File: src/common/socf_defs.svh
// Offsets, field positions, reset values and code points of the
// converter output/filter control block.
// Assumes inclusion by bare name from files under hw/.
`ifndef SOCF_DEFS_SVH
`define SOCF_DEFS_SVH

////////////////////////////////////////////////////////////////////////
// Register indices; byte address is four times the index
`define SOCF_IDX_SRCMUTE 6'h2d
`define SOCF_IDX_FILTER 6'h2e
`define SOCF_IDX_ATT_L 6'h30
`define SOCF_IDX_ATT_R 6'h31
`define SOCF_IDX_STATUS 6'h32

////////////////////////////////////////////////////////////////////////
// Field positions, source/mute register
`define SOCF_POS_TRACK 6
`define SOCF_POS_MUTE 4
`define SOCF_POS_REFSEL 2
`define SOCF_POS_INSRC 0
// Field positions, filter register
`define SOCF_POS_AUTO_DEEMPHASIS_ENABLE 5
`define SOCF_POS_DEM 3
`define SOCF_POS_DDN 2
`define SOCF_POS_IGRP 0

////////////////////////////////////////////////////////////////////////
// Reset values
`define SOCF_RST_SRCMUTE 8'h00
`define SOCF_RST_FILTER 8'h00
`define SOCF_RST_ATT 8'h00

////////////////////////////////////////////////////////////////////////
// Code points
`define SOCF_REF_MCLK 2'h0
`define SOCF_REF_RXIN 2'h1
`define SOCF_REF_RXOUT 2'h2
`define SOCF_DEM_OFF 2'h0
`define SOCF_DEM_48K 2'h1
`define SOCF_DEM_44K1 2'h2
`define SOCF_DEM_32K 2'h3
// Channel status sample rate codes seen from the receiver
`define SOCF_CS_FS_44K1 4'h0
`define SOCF_CS_FS_48K 4'h2
`define SOCF_CS_FS_32K 4'h3
// Largest pre-buffer depth, shifted right by the depth code
`define SOCF_DEPTH_MAX 7'h40

`endif

File: src/common/socf_pkg.sv
// Types shared by the converter output/filter control block.
// Assumes socf_defs.svh supplies all numeric constants.
package socf_pkg;

  typedef struct packed {
    logic track;
    logic mute;
    logic [1:0] ref_sel;
    logic [1:0] in_src;
    logic auto_deemphasis_enable;
    logic [1:0] dem;
    logic decimation_mode;
    logic [1:0] igrp;
    logic [7:0] att_l;
    logic [7:0] att_r;
    logic ack;
    logic [7:0] rdat;
    logic [1:0] ref_out;
    logic [1:0] deemph;
    logic [6:0] depth;
    logic [7:0] att_l_out;
    logic [7:0] att_r_out;
  } socf_regs_s;

endpackage

File: src/hw/socf_top.sv
// Output shaping and filter control of a two-channel rate converter:
// control registers on classic Wishbone, muted sample path, settings.
// Assumes samples and channel status are synchronous to clk_i.
//
// Notes on behaviour
// - Mute clear passes samples; set zeroes every sample accepted while it is set.
// - Track clear: own attenuation per side; set: left drives right too.
// - Tracking bit links or separates left and right attenuation.
// - Decimation bit 0 picks the true filter, 1 direct down-sampling.
// - Manual code 0: 50/15us filter off; code 1: on for 48 kHz.
// - Manual code 2 enables it for 44.1 kHz and code 3 for 32 kHz.
// - With automatic de-emphasis on, the manual field is ignored.
// - Auto de-emphasis follows channel status for 32, 44.1 or 48 kHz.
//
// Added by the designer: the Wishbone register port.
`timescale 1ns/1ps
`include "socf_defs.svh"

module socf_top #(
  parameter int SW = 24
) (
  // Clock and reset
  input wire logic clk_i,
  input wire logic rst_i,
  // Wishbone slave
  input wire logic cyc_i,
  input wire logic stb_i,
  input wire logic we_i,
  input wire logic [7:0] adr_i,
  input wire logic [3:0] sel_i,
  input wire logic [31:0] dat_i,
  output logic [31:0] dat_o,
  output logic ack_o,
  // Receiver channel status
  input wire logic cs_preemph_i,
  input wire logic [3:0] cs_fs_i,
  // Samples in
  input wire logic in_valid_i,
  output logic in_ready_o,
  input wire logic [SW-1:0] in_left_i,
  input wire logic [SW-1:0] in_right_i,
  // Samples out
  output logic out_valid_o,
  input wire logic out_ready_i,
  output logic [SW-1:0] out_left_o,
  output logic [SW-1:0] out_right_o,
  // Settings to the converter core
  output logic [1:0] ref_clk_sel_o,
  output logic [1:0] input_source_o,
  output logic [6:0] prebuffer_depth_o,
  output logic decimation_bypass_o,
  output logic [1:0] deemph_code_o,
  output logic [7:0] att_left_o,
  output logic [7:0] att_right_o
);

  socf_pkg::socf_regs_s st;
  socf_pkg::socf_regs_s next_st;
  logic req;
  logic wr;
  logic [5:0] idx;
  logic [7:0] wbyte;
  logic [7:0] rd_mux;
  logic [1:0] auto_code;
  logic [2*SW-1:0] buf_in_data;
  logic [2*SW-1:0] buf_out_data;

  // Named copies so reset fields are sliced, not truncated
  localparam logic [7:0] RST_SRCMUTE = `SOCF_RST_SRCMUTE;
  localparam logic [7:0] RST_FILTER = `SOCF_RST_FILTER;

  assign req = cyc_i && stb_i && !st.ack;
  assign wr = req && we_i && sel_i[0];
  assign idx = adr_i[7:2];
  assign wbyte = dat_i[7:0];

  ////////////////////////////////////////////////////////////////////////
  // Sample path: mute applied before the buffer so output stays a flop
  assign buf_in_data = st.mute ? '0 : {in_left_i, in_right_i};

  socf_buf #(
    .W(2*SW)
  ) u_buf (
    .clk_i(clk_i),
    .rst_i(rst_i),
    .in_valid_i(in_valid_i),
    .in_ready_o(in_ready_o),
    .in_data_i(buf_in_data),
    .out_valid_o(out_valid_o),
    .out_ready_i(out_ready_i),
    .out_data_o(buf_out_data)
  );

  assign out_left_o = buf_out_data[2*SW-1:SW];
  assign out_right_o = buf_out_data[SW-1:0];

  ////////////////////////////////////////////////////////////////////////
  // Channel status decode; anything unsupported leaves the filter off
  always_comb begin
    auto_code = `SOCF_DEM_OFF;
    if (cs_preemph_i) begin
      case (cs_fs_i)
        `SOCF_CS_FS_48K: auto_code = `SOCF_DEM_48K;
        `SOCF_CS_FS_44K1: auto_code = `SOCF_DEM_44K1;
        `SOCF_CS_FS_32K: auto_code = `SOCF_DEM_32K;
        default: auto_code = `SOCF_DEM_OFF;
      endcase
    end
  end

  // Read mux; unmapped indices read zero
  always_comb begin
    case (idx)
      `SOCF_IDX_SRCMUTE: rd_mux = {1'b0, st.track, 1'b0, st.mute,
                                   st.ref_sel, st.in_src};
      `SOCF_IDX_FILTER: rd_mux = {2'b00, st.auto_deemphasis_enable, st.dem, st.decimation_mode,
                                  st.igrp};
      `SOCF_IDX_ATT_L: rd_mux = st.att_l;
      `SOCF_IDX_ATT_R: rd_mux = st.att_r;
      `SOCF_IDX_STATUS: rd_mux = {1'b0, in_ready_o, out_valid_o, 1'b0,
                                  st.ref_out, st.deemph};
      default: rd_mux = 8'h00;
    endcase
  end

  ////////////////////////////////////////////////////////////////////////
  always_comb begin
    next_st = st;
    next_st.ack = req;
    if (req) begin
      next_st.rdat = rd_mux;
    end
    if (wr) begin
      case (idx)
        `SOCF_IDX_SRCMUTE: begin
          next_st.track = wbyte[`SOCF_POS_TRACK];
          next_st.mute = wbyte[`SOCF_POS_MUTE];
          next_st.ref_sel = wbyte[`SOCF_POS_REFSEL +: 2];
          next_st.in_src = wbyte[`SOCF_POS_INSRC +: 2];
        end
        `SOCF_IDX_FILTER: begin
          next_st.auto_deemphasis_enable = wbyte[`SOCF_POS_AUTO_DEEMPHASIS_ENABLE];
          next_st.dem = wbyte[`SOCF_POS_DEM +: 2];
          next_st.decimation_mode = wbyte[`SOCF_POS_DDN];
          next_st.igrp = wbyte[`SOCF_POS_IGRP +: 2];
        end
        `SOCF_IDX_ATT_L: next_st.att_l = wbyte;
        `SOCF_IDX_ATT_R: next_st.att_r = wbyte;
        default: next_st.att_r = st.att_r;
      endcase
    end
    // Reserved clock code falls back to the master clock, never floats
    case (st.ref_sel)
      `SOCF_REF_RXIN: next_st.ref_out = `SOCF_REF_RXIN;
      `SOCF_REF_RXOUT: next_st.ref_out = `SOCF_REF_RXOUT;
      default: next_st.ref_out = `SOCF_REF_MCLK;
    endcase
    next_st.depth = `SOCF_DEPTH_MAX >> st.igrp;
    next_st.deemph = st.auto_deemphasis_enable ? auto_code : st.dem;
    next_st.att_l_out = st.att_l;
    next_st.att_r_out = st.track ? st.att_l : st.att_r;
  end

  always_ff @(posedge clk_i) begin
    if (rst_i) begin
      st <= '0;
      st.track <= RST_SRCMUTE[`SOCF_POS_TRACK];
      st.mute <= RST_SRCMUTE[`SOCF_POS_MUTE];
      st.ref_sel <= RST_SRCMUTE[`SOCF_POS_REFSEL +: 2];
      st.in_src <= RST_SRCMUTE[`SOCF_POS_INSRC +: 2];
      st.ref_out <= `SOCF_REF_MCLK;
      st.depth <= `SOCF_DEPTH_MAX;
      st.att_l <= `SOCF_RST_ATT;
      st.att_r <= `SOCF_RST_ATT;
      st.auto_deemphasis_enable <= RST_FILTER[`SOCF_POS_AUTO_DEEMPHASIS_ENABLE];
      st.dem <= RST_FILTER[`SOCF_POS_DEM +: 2];
      st.decimation_mode <= RST_FILTER[`SOCF_POS_DDN];
      st.igrp <= RST_FILTER[`SOCF_POS_IGRP +: 2];
    end else begin
      st <= next_st;
    end
  end

  ////////////////////////////////////////////////////////////////////////
  // The bypass only ever follows software; rate checks are the host's job
  assign decimation_bypass_o = st.decimation_mode;
  assign dat_o = {24'h000000, st.rdat};
  assign ack_o = st.ack;
  assign ref_clk_sel_o = st.ref_out;
  assign input_source_o = st.in_src;
  assign prebuffer_depth_o = st.depth;
  assign deemph_code_o = st.deemph;
  assign att_left_o = st.att_l_out;
  assign att_right_o = st.att_r_out;

  ////////////////////////////////////////////////////////////////////////
  property p_ack;
    @(posedge clk_i) disable iff (rst_i)
    (cyc_i && stb_i && !ack_o) |=> ack_o ##1 !ack_o;
  endproperty
  a_ack: assert property (p_ack) else $error("ack not a single pulse");

  property p_ref;
    @(posedge clk_i) disable iff (rst_i)
    (st.ref_sel == 2'h3) |=> (ref_clk_sel_o == `SOCF_REF_MCLK);
  endproperty
  a_ref: assert property (p_ref)
    else $error("reserved clock code not mapped to master clock");

  property p_mute;
    @(posedge clk_i) disable iff (rst_i)
    (st.mute && in_valid_i && in_ready_o && !out_valid_o) |=>
      (out_valid_o && out_left_o == '0 && out_right_o == '0);
  endproperty
  a_mute: assert property (p_mute)
    else $error("muted sample not zero");

  property p_track;
    @(posedge clk_i) disable iff (rst_i)
    (st.track && $stable(st.att_l)) |=> (att_right_o == att_left_o);
  endproperty
  a_track: assert property (p_track)
    else $error("right attenuation not tracking left");

  property p_indep;
    @(posedge clk_i) disable iff (rst_i)
    !st.track |=> (att_right_o == $past(st.att_r));
  endproperty
  a_indep: assert property (p_indep)
    else $error("right attenuation not independent");

  property p_depth;
    @(posedge clk_i) disable iff (rst_i)
    (st.igrp == 2'h3) |=> (prebuffer_depth_o == 7'h08);
  endproperty
  a_depth: assert property (p_depth)
    else $error("depth code 3 not 8 samples");

  property p_ddn;
    @(posedge clk_i) disable iff (rst_i)
    (wr && idx == `SOCF_IDX_FILTER) |=>
      (decimation_bypass_o == $past(wbyte[`SOCF_POS_DDN]));
  endproperty
  a_ddn: assert property (p_ddn)
    else $error("decimation mode not taken from write");

  property p_manual;
    @(posedge clk_i) disable iff (rst_i)
    (!st.auto_deemphasis_enable && st.dem == `SOCF_DEM_44K1) |=>
      (deemph_code_o == `SOCF_DEM_44K1);
  endproperty
  a_manual: assert property (p_manual)
    else $error("manual de-emphasis code not applied");

  property p_ignore;
    @(posedge clk_i) disable iff (rst_i)
    (st.auto_deemphasis_enable && !cs_preemph_i) |=> (deemph_code_o == `SOCF_DEM_OFF);
  endproperty
  a_ignore: assert property (p_ignore)
    else $error("manual field not ignored in automatic mode");

  property p_auto;
    @(posedge clk_i) disable iff (rst_i)
    (st.auto_deemphasis_enable && cs_preemph_i && cs_fs_i == `SOCF_CS_FS_32K) |=>
      (deemph_code_o == `SOCF_DEM_32K);
  endproperty
  a_auto: assert property (p_auto)
    else $error("automatic de-emphasis rate wrong");

endmodule // socf_top

File: src/hw/socf_buf.sv
// Two-entry buffer with valid/ready on both sides.
// Assumes one clock and a synchronous active-high reset.
`timescale 1ns/1ps
`include "socf_defs.svh"

module socf_buf #(
  parameter int W = 48
) (
  // Clock and reset
  input wire logic clk_i,
  input wire logic rst_i,
  // Filling side
  input wire logic in_valid_i,
  output logic in_ready_o,
  input wire logic [W-1:0] in_data_i,
  // Draining side
  output logic out_valid_o,
  input wire logic out_ready_i,
  output logic [W-1:0] out_data_o
);

  typedef struct packed {
    logic [W-1:0] head;
    logic [W-1:0] tail;
    logic [1:0] count;
  } socf_buf_s;

  socf_buf_s st;
  socf_buf_s next_st;
  logic push;
  logic pop;

  assign in_ready_o = (st.count != 2'h2);
  assign out_valid_o = (st.count != 2'h0);
  assign out_data_o = st.head;
  assign push = in_valid_i && in_ready_o;
  assign pop = out_valid_o && out_ready_i;

  ////////////////////////////////////////////////////////////////////////
  always_comb begin
    next_st = st;
    if (push && pop) begin
      if (st.count == 2'h1) begin
        next_st.head = in_data_i;
      end else begin
        next_st.head = st.tail;
        next_st.tail = in_data_i;
      end
    end else if (pop) begin
      next_st.head = st.tail;
      next_st.count = st.count - 2'h1;
    end else if (push) begin
      if (st.count == 2'h0) begin
        next_st.head = in_data_i;
      end else begin
        next_st.tail = in_data_i;
      end
      next_st.count = st.count + 2'h1;
    end
  end

  always_ff @(posedge clk_i) begin
    if (rst_i) begin
      st <= '0;
    end else begin
      st <= next_st;
    end
  end

endmodule // socf_buf

File: config.mk
export PLATFORM = sky130hd
export DESIGN_NAME = socf_top
export DESIGN_NICKNAME = d
export VERILOG_FILES = /design/src/common/socf_pkg.sv /design/src/hw/socf_top.sv /design/src/hw/socf_buf.sv
export VERILOG_INCLUDE_DIRS = /design/src /design/src/common
export SDC_FILE = /design/constraint.sdc
export NUM_CORES = 1
export LEC_CHECK = 0
export BUFFER_PORTS_ARGS = -buffer_cell sky130_fd_sc_hd__buf_2
export CAP_MARGIN = 20
export CORE_MARGIN = 2
export CORE_UTILIZATION = 47
export CTS_CLUSTER_SIZE = 14
export DETAILED_ROUTE_END_ITERATION = 8
export PLACE_DENSITY = 0.79
export SLEW_MARGIN = 40
export SYNTH_ARGS = -nofsm -noshare
export SYNTH_HDL_FRONTEND = slang
export SYNTH_SLANG_ARGS = --single-unit
File: constraint.sdc
create_clock -name clk_i -period 2.6 [get_ports clk_i]
set_input_delay 0.78 -clock clk_i [delete_from_list [all_inputs] [get_ports clk_i]]
set_output_delay 0.78 -clock clk_i [all_outputs]
set_load 0.1 [all_outputs]
Yosys cells after proc, flatten, opt, wreduce, memory -nomap -nowiden. Index checks and enable logic that the tools add are counted.

Output and inout bits: 113. Register bits: 162. Logic and storage cells: 76. Bits of input ports: 104.

Reductions and logical operators: 22. Muxes and demuxes: 16. Bitwise operators: 1. $add $sub $neg: 2. Shifts and indexed selects: 1. Equality and inequality tests: 14.

Operators by type and width (number): $mux 48 (7); $mux 98 (1); $mux 96 (1); $pmux 8 s5 (1); $eq 6x6->1 const B (5); $reduce_and 2->1 (6); $eq 4x2->1 const B (2); $mux 8 (1); $logic_and 1x1->1 (7); $shr 7x2->7 const A (1); $mux 2 (3); $ne 2x2->1 const B (3); $pmux 2 s3 (1); $reduce_bool 2->1 (3); $reduce_bool 3->1 (2); $eq 2x1->1 const B (2); $logic_not 4->1 (1); $pmux 2 s2 (1); $reduce_and 4->1 (1); $add 2x1->2 const B (1); $eq 2x2->1 const B (1); $logic_not 2->1 (1); $ne 2x1->1 const B (1); $sub 2x1->2 const B (1); 2 further kinds (2).

Depth between registers and ports, before layout. Gate-level depths: netlist (run 1).

Depth after elaboration: 5. Gate-level depth with buffers: 11. Mapped depth without buffers: 9.

Modules after synthesis. Synthesis (run 1) repeated with hierarchy kept, for this count alone.

Cells, all modules: 927. Area total of the unflattened synthesis: 8310.5 µm².

Modules (own cells, without submodules): socf_buf (cells an instance 566, seq. area each 1961.9 µm², area an instance 5001.0 µm², instances 1); socf_top (cells an instance 361, seq. area each 1221.2 µm², area an instance 3309.4 µm², instances 1).

Worst setup path after synthesis (run 1). Ideal clock, no wire load.

Kind: input-to-reg. From: input port out_ready_i. To: register u_buf.st[2] (netlist name). Stages: 9. Arrival time: 2.378 ns. Library setup time: 0.132 ns. Buffers on the path: 2. Setup slack: 0.090 ns. Cells stage by stage: nand2b_1 > inv_1 > ha_1 > or4b_1 > a21o_1 > buf_2 > buf_2 > nand2_1 > a21oi_1.

Longest elaborated chain between the ends: 4. Elaborated cells on any way between the ends: 8. Classes of those cells: eq/ne (3); mux (1); reduce/logical (4).

RTL lines: start: declaration (line socf_top.sv:44) `input wire logic out_ready_i,`; $logic_and 1x1->1 (*) (line socf_buf.sv:37) `assign pop = out_valid_o && out_ready_i;`; $logic_and 1x1->1 (line socf_buf.sv:42) `if (push && pop) begin`; $ne 2x2->1 (no source line) (tied with other cells); $reduce_and 4->1 (no source line); end signal: assignment (line socf_buf.sv:66) `st <= next_st;`; end: declaration (line socf_buf.sv:28) `socf_buf_s st;`.

Every way passes the cells marked *; elsewhere a longest branch is shown, timed or not. A chain may end at the register's enable or synchronous reset.

Final worst setup path (run 1).
From: register u_buf.st[0] (netlist name). To: output port out_valid_o.

Longest elaborated chain between the ends: 1.

RTL lines: $reduce_bool 2->1 (line socf_buf.sv:34) `assign out_valid_o = (st.count != 2'h0);`; end: declaration (line socf_top.sv:43) `output logic out_valid_o,`.

No other way between the ends.

==> results.md, run 1 <==
* Status: finished, final reports clean
* Core box area at 15900 um^2
* Endpoints failing setup at 0
* # hold bufs at CTS at 0
* Worst-skew pair later-pin latency at between 0.4 and 0.5 ns
* Pins over their slew limit at 0
* Port buffer count at 160
* Htree depth at 4
* Root Driver: clkbuf_16
* Initial Util at 47.9%
* Total power draw at 10.9 mW
* Vias at 5983
* Worst-path fanout max at 4
* # rows at 46
* Setup TNS Final at 0 ns
* Setup crit end kind: primary output
* Clock Tree Buf Depth at 2
* Clock-pin slew on the worst setup and hold paths at approximately 0.07 ns
* Power per cell area at around 1300 nW/um^2
* Hold Crit Class: flop to flop
* Via density at between 4 and 5
* Critical path arrival at 1.71 ns
* CTS resizes at 0
* Min Tclk post-route at 2.49 ns
* DP Area at 7980 um^2
* Design area at 8600 um^2
* Top FF cell, synth: dfxtp_1
* Leak Pwr at 3.66 nW
* GRT Total Usage at 19.1%
* Chip Width at about 130 um
* Inserted Clock Buffers at 17
* Sequential area share after synthesis at 41.8%
* WP data required at about 1.8 ns
* Ratio of cells with drive above 1 in the final layout at around 24%
* Period utilization at a little over nine tenths
* Max rail drop VDD at 0.699 mV
* Hold Path Cell Cnt at 2
* Synth Instances at 912
* Hold Fails Final Rpt at 0
* Drc violations at 0
* Detailed-router iteration count before antenna repair at 5
* Ys Warns at 0
* Initial DRC count at 398
* Least-Margin Pin Slew at 0.645 ns
* Yosys reg bits at 159
* Max Fclk at 401 MHz
* Post-route ant nets at 0
* Vias in the first global route at 5534
* Wire per inst at between 10 and 15 um
* Number of flops mapped to enable cells by yosys at 0
* Avg Inst Size Synth at 8.35 um^2
* Global placer's final weighted congestion at 0.838
* Largest net degree at the start of global routing at between 90 and 100
* Final wirelength at ~17 mm
* Post-CTS Setup Bufs at 0
* Detail Placement HPWL at 11.1 mm
* Startpoint types: flop
* Die Area at 17200 um^2
* Crit path kind: flop to primary output
* First-pass GRT wire length at roughly 27 mm
* P&R area growth vs syn at 13.0%
* CTS tree: yes
* RSZ-0062 raised after global routing: false
* R2r worst-path depth at 10
* CTS sink count at 159
* Netlist Area Pre-Place at 7610 um^2
* Clk_skew at 0.0128 ns
* Max-Cap Viols at 0
* GR Overflow Total at 0
* Yosys cell types at 43
* Max-Slew Margin vs Limit at 57.0%
* Async set-reset flop share out of synthesis at 0%
* NumNets Final at 1082
* DIE HEIGHT at about 130 um
* Initial antenna violation count at 1
* IO Pins at 217
* Fillers at 1445
## cell type report
cell class	instances	area (um^2)	area share, %
diodes	1	2.50	0.0291
repair buffers	183	1080	12.6
multi-input cells	601	3440	40.0
clock buffers	17	425	4.94
inverters	9	33.8	0.393
well taps	216	270	3.14
flip-flops and latches	159	3180	37.0
clock inverters	15	168	1.95
## cell usage after synthesis, types with 2 or more instances
| library cell | instances | area [um^2] |
|---|---|---|
| buf_4 | 112 | 841 |
| nor3b_1 | 4 | 30.0 |
| o21ai_1 | 2 | 10.0 |
| mux2i_1 | 36 | 360 |
| inv_1 | 9 | 33.8 |
| nor2_1 | 90 | 338 |
| mux2_4 | 8 | 120 |
| nor3_1 | 10 | 50.1 |
| nand2_1 | 195 | 732 |
| ha_1 | 7 | 87.6 |
| buf_2 | 13 | 65.1 |
| o21ai_0 | 4 | 20.0 |
| clkbuf_1 | 34 | 128 |
| nand3b_1 | 14 | 105 |
| xnor2_1 | 2 | 17.5 |
| nor4_4 | 3 | 63.8 |
| a21oi_1 | 56 | 280 |
| o22ai_1 | 2 | 12.5 |
| a211oi_1 | 6 | 45.0 |
| a311oi_1 | 48 | 420 |
| nor2b_1 | 66 | 413 |
| buf_1 | 8 | 30.0 |
| dfxtp_1 | 159 | 3180 |
| nand2b_1 | 5 | 31.3 |
## metal layers
layer  vias to the layer above  wire length, um  GRT usage (%)  share of wire (%)
li1                       3019                -              -                  -
met3                        24             1230           5.52                7.2
met4                         0              279           7.61                1.6
met2                       195             8010           32.1                 47
met5                         -                0              0                  0
met1                      2745             7530           23.0                 44
## logic make-up (layout without fill, tap and decap cells)
| kind of cell | Yosys count | count (layout) | share of synthesized area, % |
|---|---|---|---|
| buf+inv | 178 | 224 | 14.7 |
| xor+xnor | 3 | 3 | 0.345 |
| fa+ha+maj | 7 | 7 | 1.15 |
| compound gates | 123 | 123 | 10.9 |
| flops | 159 | 159 | 41.8 |
| mux | 44 | 44 | 6.31 |
| simple gates | 397 | 397 | 24.7 |
| other cells | 1 | 28 | 0.0493 |
## path summary, 6_finish.rpt
check	end	slack [ns]	start
setup / recovery	out_valid_o	0.11	u_buf.st[0]
hold / removal	u_buf.st[35]	0.45	u_buf.st[35]
setup reg to reg	u_buf.st[13]	0.17	u_buf.st[0]
hold reg to reg	u_buf.st[35]	0.45	u_buf.st[35]
## state kept, by name, summed over array words and instances, names as in the netlist
register,cells
u_buf.st,50
decimation_bypass_o,1
dat_o,8
ack_o,1
st,17
ref_clk_sel_o,2
deemph_code_o,2
u_buf.out_data_o,48
att_left_o,8
next_st,8
input_source_o,2
prebuffer_depth_o,4
att_right_o,8
## placed cells by master (no fill, tap or decap), types with 8 or more instances in the layout
cell type,instances
buf_4,16
buf_2,159
nand2_1,195
dfxtp_1,158
clkbuf_16,18
a311oi_1,48
inv_1,9
nor2_1,90
mux2_4,8
nand3b_1,14
conb_1,27
nor2b_1,66
mux2i_1,36
nor3_1,10
a21oi_1,56
## power breakdown
group          leakage, nW  internal (mW)  switching [mW]
clock network        0.288           1.29            1.15
logic                 2.07           1.11            4.19
registers             1.30           2.94           0.243
## metrics by stage
step	hold slack [ns]	util [%]	worst slack, ns	instances
finish	0.455	54.2	0.108	1201
global route	0.475	54.1	0.00202	1200
CTS	0.456	53.9	0.0771	1198
detailed placement	0.447	50.2	0.00724	1166
global placement	0.442	50.2	0.0798	1166
floorplan	0.432	-	0.0898	938
## worst max-delay path: stages (launching register included)
cell	delay [ns]
dfxtp_1	0.37
inv_1	0.08
ha_1	0.26
inv_1	0.13
buf_2	0.44
(Power assumes the default switching activity.)
==> inputs of run 2 (changes only) <==
Settings changed: CORE_UTILIZATION 47 to 40, PLACE_DENSITY 0.79 to 0.7.
==> run 2 against run 1 <==
  * Critical path depth is the same
  * Clock skew down 0.0016 ns
  * Wire length up 0.73%
  * Critical endpoint unchanged
  * Highest routed layer unchanged
==> results.md, run 2 (same netlist as run 1, synthesis figures left out) <==
* Worst-path fanout max at 4 (unchanged)
* Status: finished, final reports clean
* M1 wire length at 7.83 mm (+3.9%)
* Global placer's final weighted congestion at 0.849 (+1.3%)
* Final setup margin at 0.134 ns (+0.0257 ns)
* Clock Tree Buf Depth at 2 (unchanged)
* # hold bufs at CTS at 0 (unchanged)
* Initial Util at 40.7% (-7.2 points)
* Detailed-router iteration count before antenna repair at 4 (-1)
* CTS sink count at 159 (unchanged)
* Detail Placement HPWL at 11.3 mm (+1.6%)
* Startpoint types: flop
* Leak Pwr at 3.64 nW (-0.60%)
* Crit-path max cell delay at 0.44 ns (about the same)
* Power per cell area at 1250 nW/um^2 (-1.4%)
* Met3 routed WL at 995 um (-19%)
* Drc violations at 0 (unchanged)
* Chip Width at 142 um (+8.1%)
* Max-Cap Viols at 0 (unchanged)
* Inserted Clock Buffers at 17 (unchanged)
* Least-Margin Pin Slew at 0.628 ns (-0.0169 ns)
* Biggest register: u_buf.st
* Hold Crit Class: flop to flop
* Clock-pin slew on the worst setup and hold paths at 0.06 ns (about the same)
* Setup crit end kind: primary output
* Vias in the first global route at 5481 (-0.96%)
* Post-CTS Setup Bufs at 0 (unchanged)
* Antenna cells at 0 (-1)
* Wire per inst at 14.1 um (-0.68%)
* # rows at 50 (+8.7%)
* Min Tclk post-route at 2.47 ns (-0.0257 ns)
* Pre-CTS setup slack at 0.0504 ns (+0.0432 ns)
* DIE HEIGHT at 142 um (+8.1%)
* Most used cell, CP: inv_1
* Htree depth at 4 (unchanged)
* Max-Slew Margin vs Limit at 58.1% (+1.1 points)
* Crit-path cells: inv_1 > ha_1 > inv_1 > buf_2
* NumNets Final at 1083 (+0.092%)
* Core box area at 18700 um^2 (+18%)
* Slowest-stage cell, CP: buf_2
* Root Driver: clkbuf_16
* GR Overflow Total at 0 (unchanged)
* Setup TNS Final at 0 ns (unchanged)
* Port buffer count at 160 (unchanged)
* Critical path arrival at 1.69 ns (-0.02 ns)
* IO Pins at 217 (unchanged)
* Max Fclk at 405 MHz (+1.0%)
* First-pass GRT wire length at 27.7 mm (+3.2%)
* Largest net degree at the start of global routing at 97 (unchanged)
* CTS tree: yes
* Via density at 4.91 (-1.5%)
* Clk_skew at 0.0112 ns (-0.00165 ns)
* Post-route ant nets at 0 (unchanged)
* Commonest non-fill, non-tap cells in the layout: 195 x nand2_1, 159 x buf_2, 158 x dfxtp_1
* GRT Total Usage at 17.2% (-1.9 points)
* Top Metal Used: met4
* WP data required at 1.82 ns (about the same)
* Met2 wire length at 8.03 mm (+0.29%)
* Final wirelength at 17.2 mm (+0.73%)
* Max rail drop VDD at 0.473 mV (-32%)
* Period utilization at 94.9% (-0.99 points)
* R2r setup slk at 0.20 ns (+0.03 ns)
* Initial antenna violation count at 0 (-1)
* Worst hold slack at 0.455 ns (-0.000333 ns)
* Crit path kind: flop to primary output
* Worst-skew pair later-pin latency at 0.42 ns (about the same)
* Ratio of cells with drive above 1 in the final layout at 24.3% (+0.10 points)
* Commonest non-fill, non-tap cell in the layout: nand2_1
* Vias at 5979 (-0.067%)
* RSZ-0062 raised after global routing: false
* Initial DRC count at 386 (-3.0%)
* Die Area at 20200 um^2 (+17%)
* P&R area growth vs syn at 12.7%
* Pins over their slew limit at 0 (unchanged)
* Number of flip-flops in the largest register at 50 (unchanged)
* Hold Fails Final Rpt at 0 (unchanged)
* Endpoints failing setup at 0 (unchanged)
-- run 2: repair_timing --
item,4_1_cts,5_1_grt
endpoints found under the setup margin,0,1
gates resized for setup,0,1
hold endpoints to repair,0,0
-- run 2: routing by layer --
| layer | vias to the layer above | track usage (%) |
|---|---|---|
| li1 | 3013 | - |
| met1 | 2756 | 21.8 |
| met2 | 181 | 28.7 |
| met3 | 29 | 4.31 |
| met4 | 0 | 5.68 |
| met5 | - | 0 |
-- run 2: layout make-up --
class / count / area (um^2)
Multi-Input combinational cell: 601 / 3440
Fill cell: 1822 / 10100
Inverter: 9 / 33.8
Clock inverter: 13 / 106
Tap cell: 234 / 293
Clock buffer: 18 / 439
Timing Repair Buffer: 184 / 1080
Sequential cell: 159 / 3180
-- run 2: worst max-delay path, delay by kind of cell (launching register included) --
| family | cells | cell delay (ns) |
|---|---|---|
| buf+inv | 3 | 0.64 |
| fa+ha+maj | 1 | 0.25 |
| flops | 1 | 0.37 |
-- run 2: worst paths after layout --
| check | startpoint | endpoint | depth (start not counted) |
|---|---|---|---|
| max | u_buf.st[0] | out_valid_o | 4 |
| min | u_buf.st[15] | u_buf.st[15] | 2 |
| max reg2reg | u_buf.st[0] | u_buf.st[47] | 10 |
| min reg2reg | u_buf.st[15] | u_buf.st[15] | 2 |
-- run 2: stage by stage --
step / utilization (%) / area, um^2 / cells / total power, mW
3_3_place_gp: 42.9 / 8030 / 1187 / 8.44
4_1_cts: 45.9 / 8580 / 1218 / 10.8
3_5_place_dp: 42.9 / 8030 / 1187 / 8.49
6_report: 45.9 / 8580 / 1218 / 10.7
2_1_floorplan: - / 7710 / 938 / 7.91
5_1_grt: 45.9 / 8580 / 1218 / 11.3
-- run 2: power breakdown --
group	internal [mW]	total, mW	leakage (nW)	switching (mW)
registers	2.94	3.18	1.30	0.243
clock network	1.26	2.31	0.265	1.05
logic	1.08	5.24	2.08	4.17
total	5.28	10.7	3.64	5.46
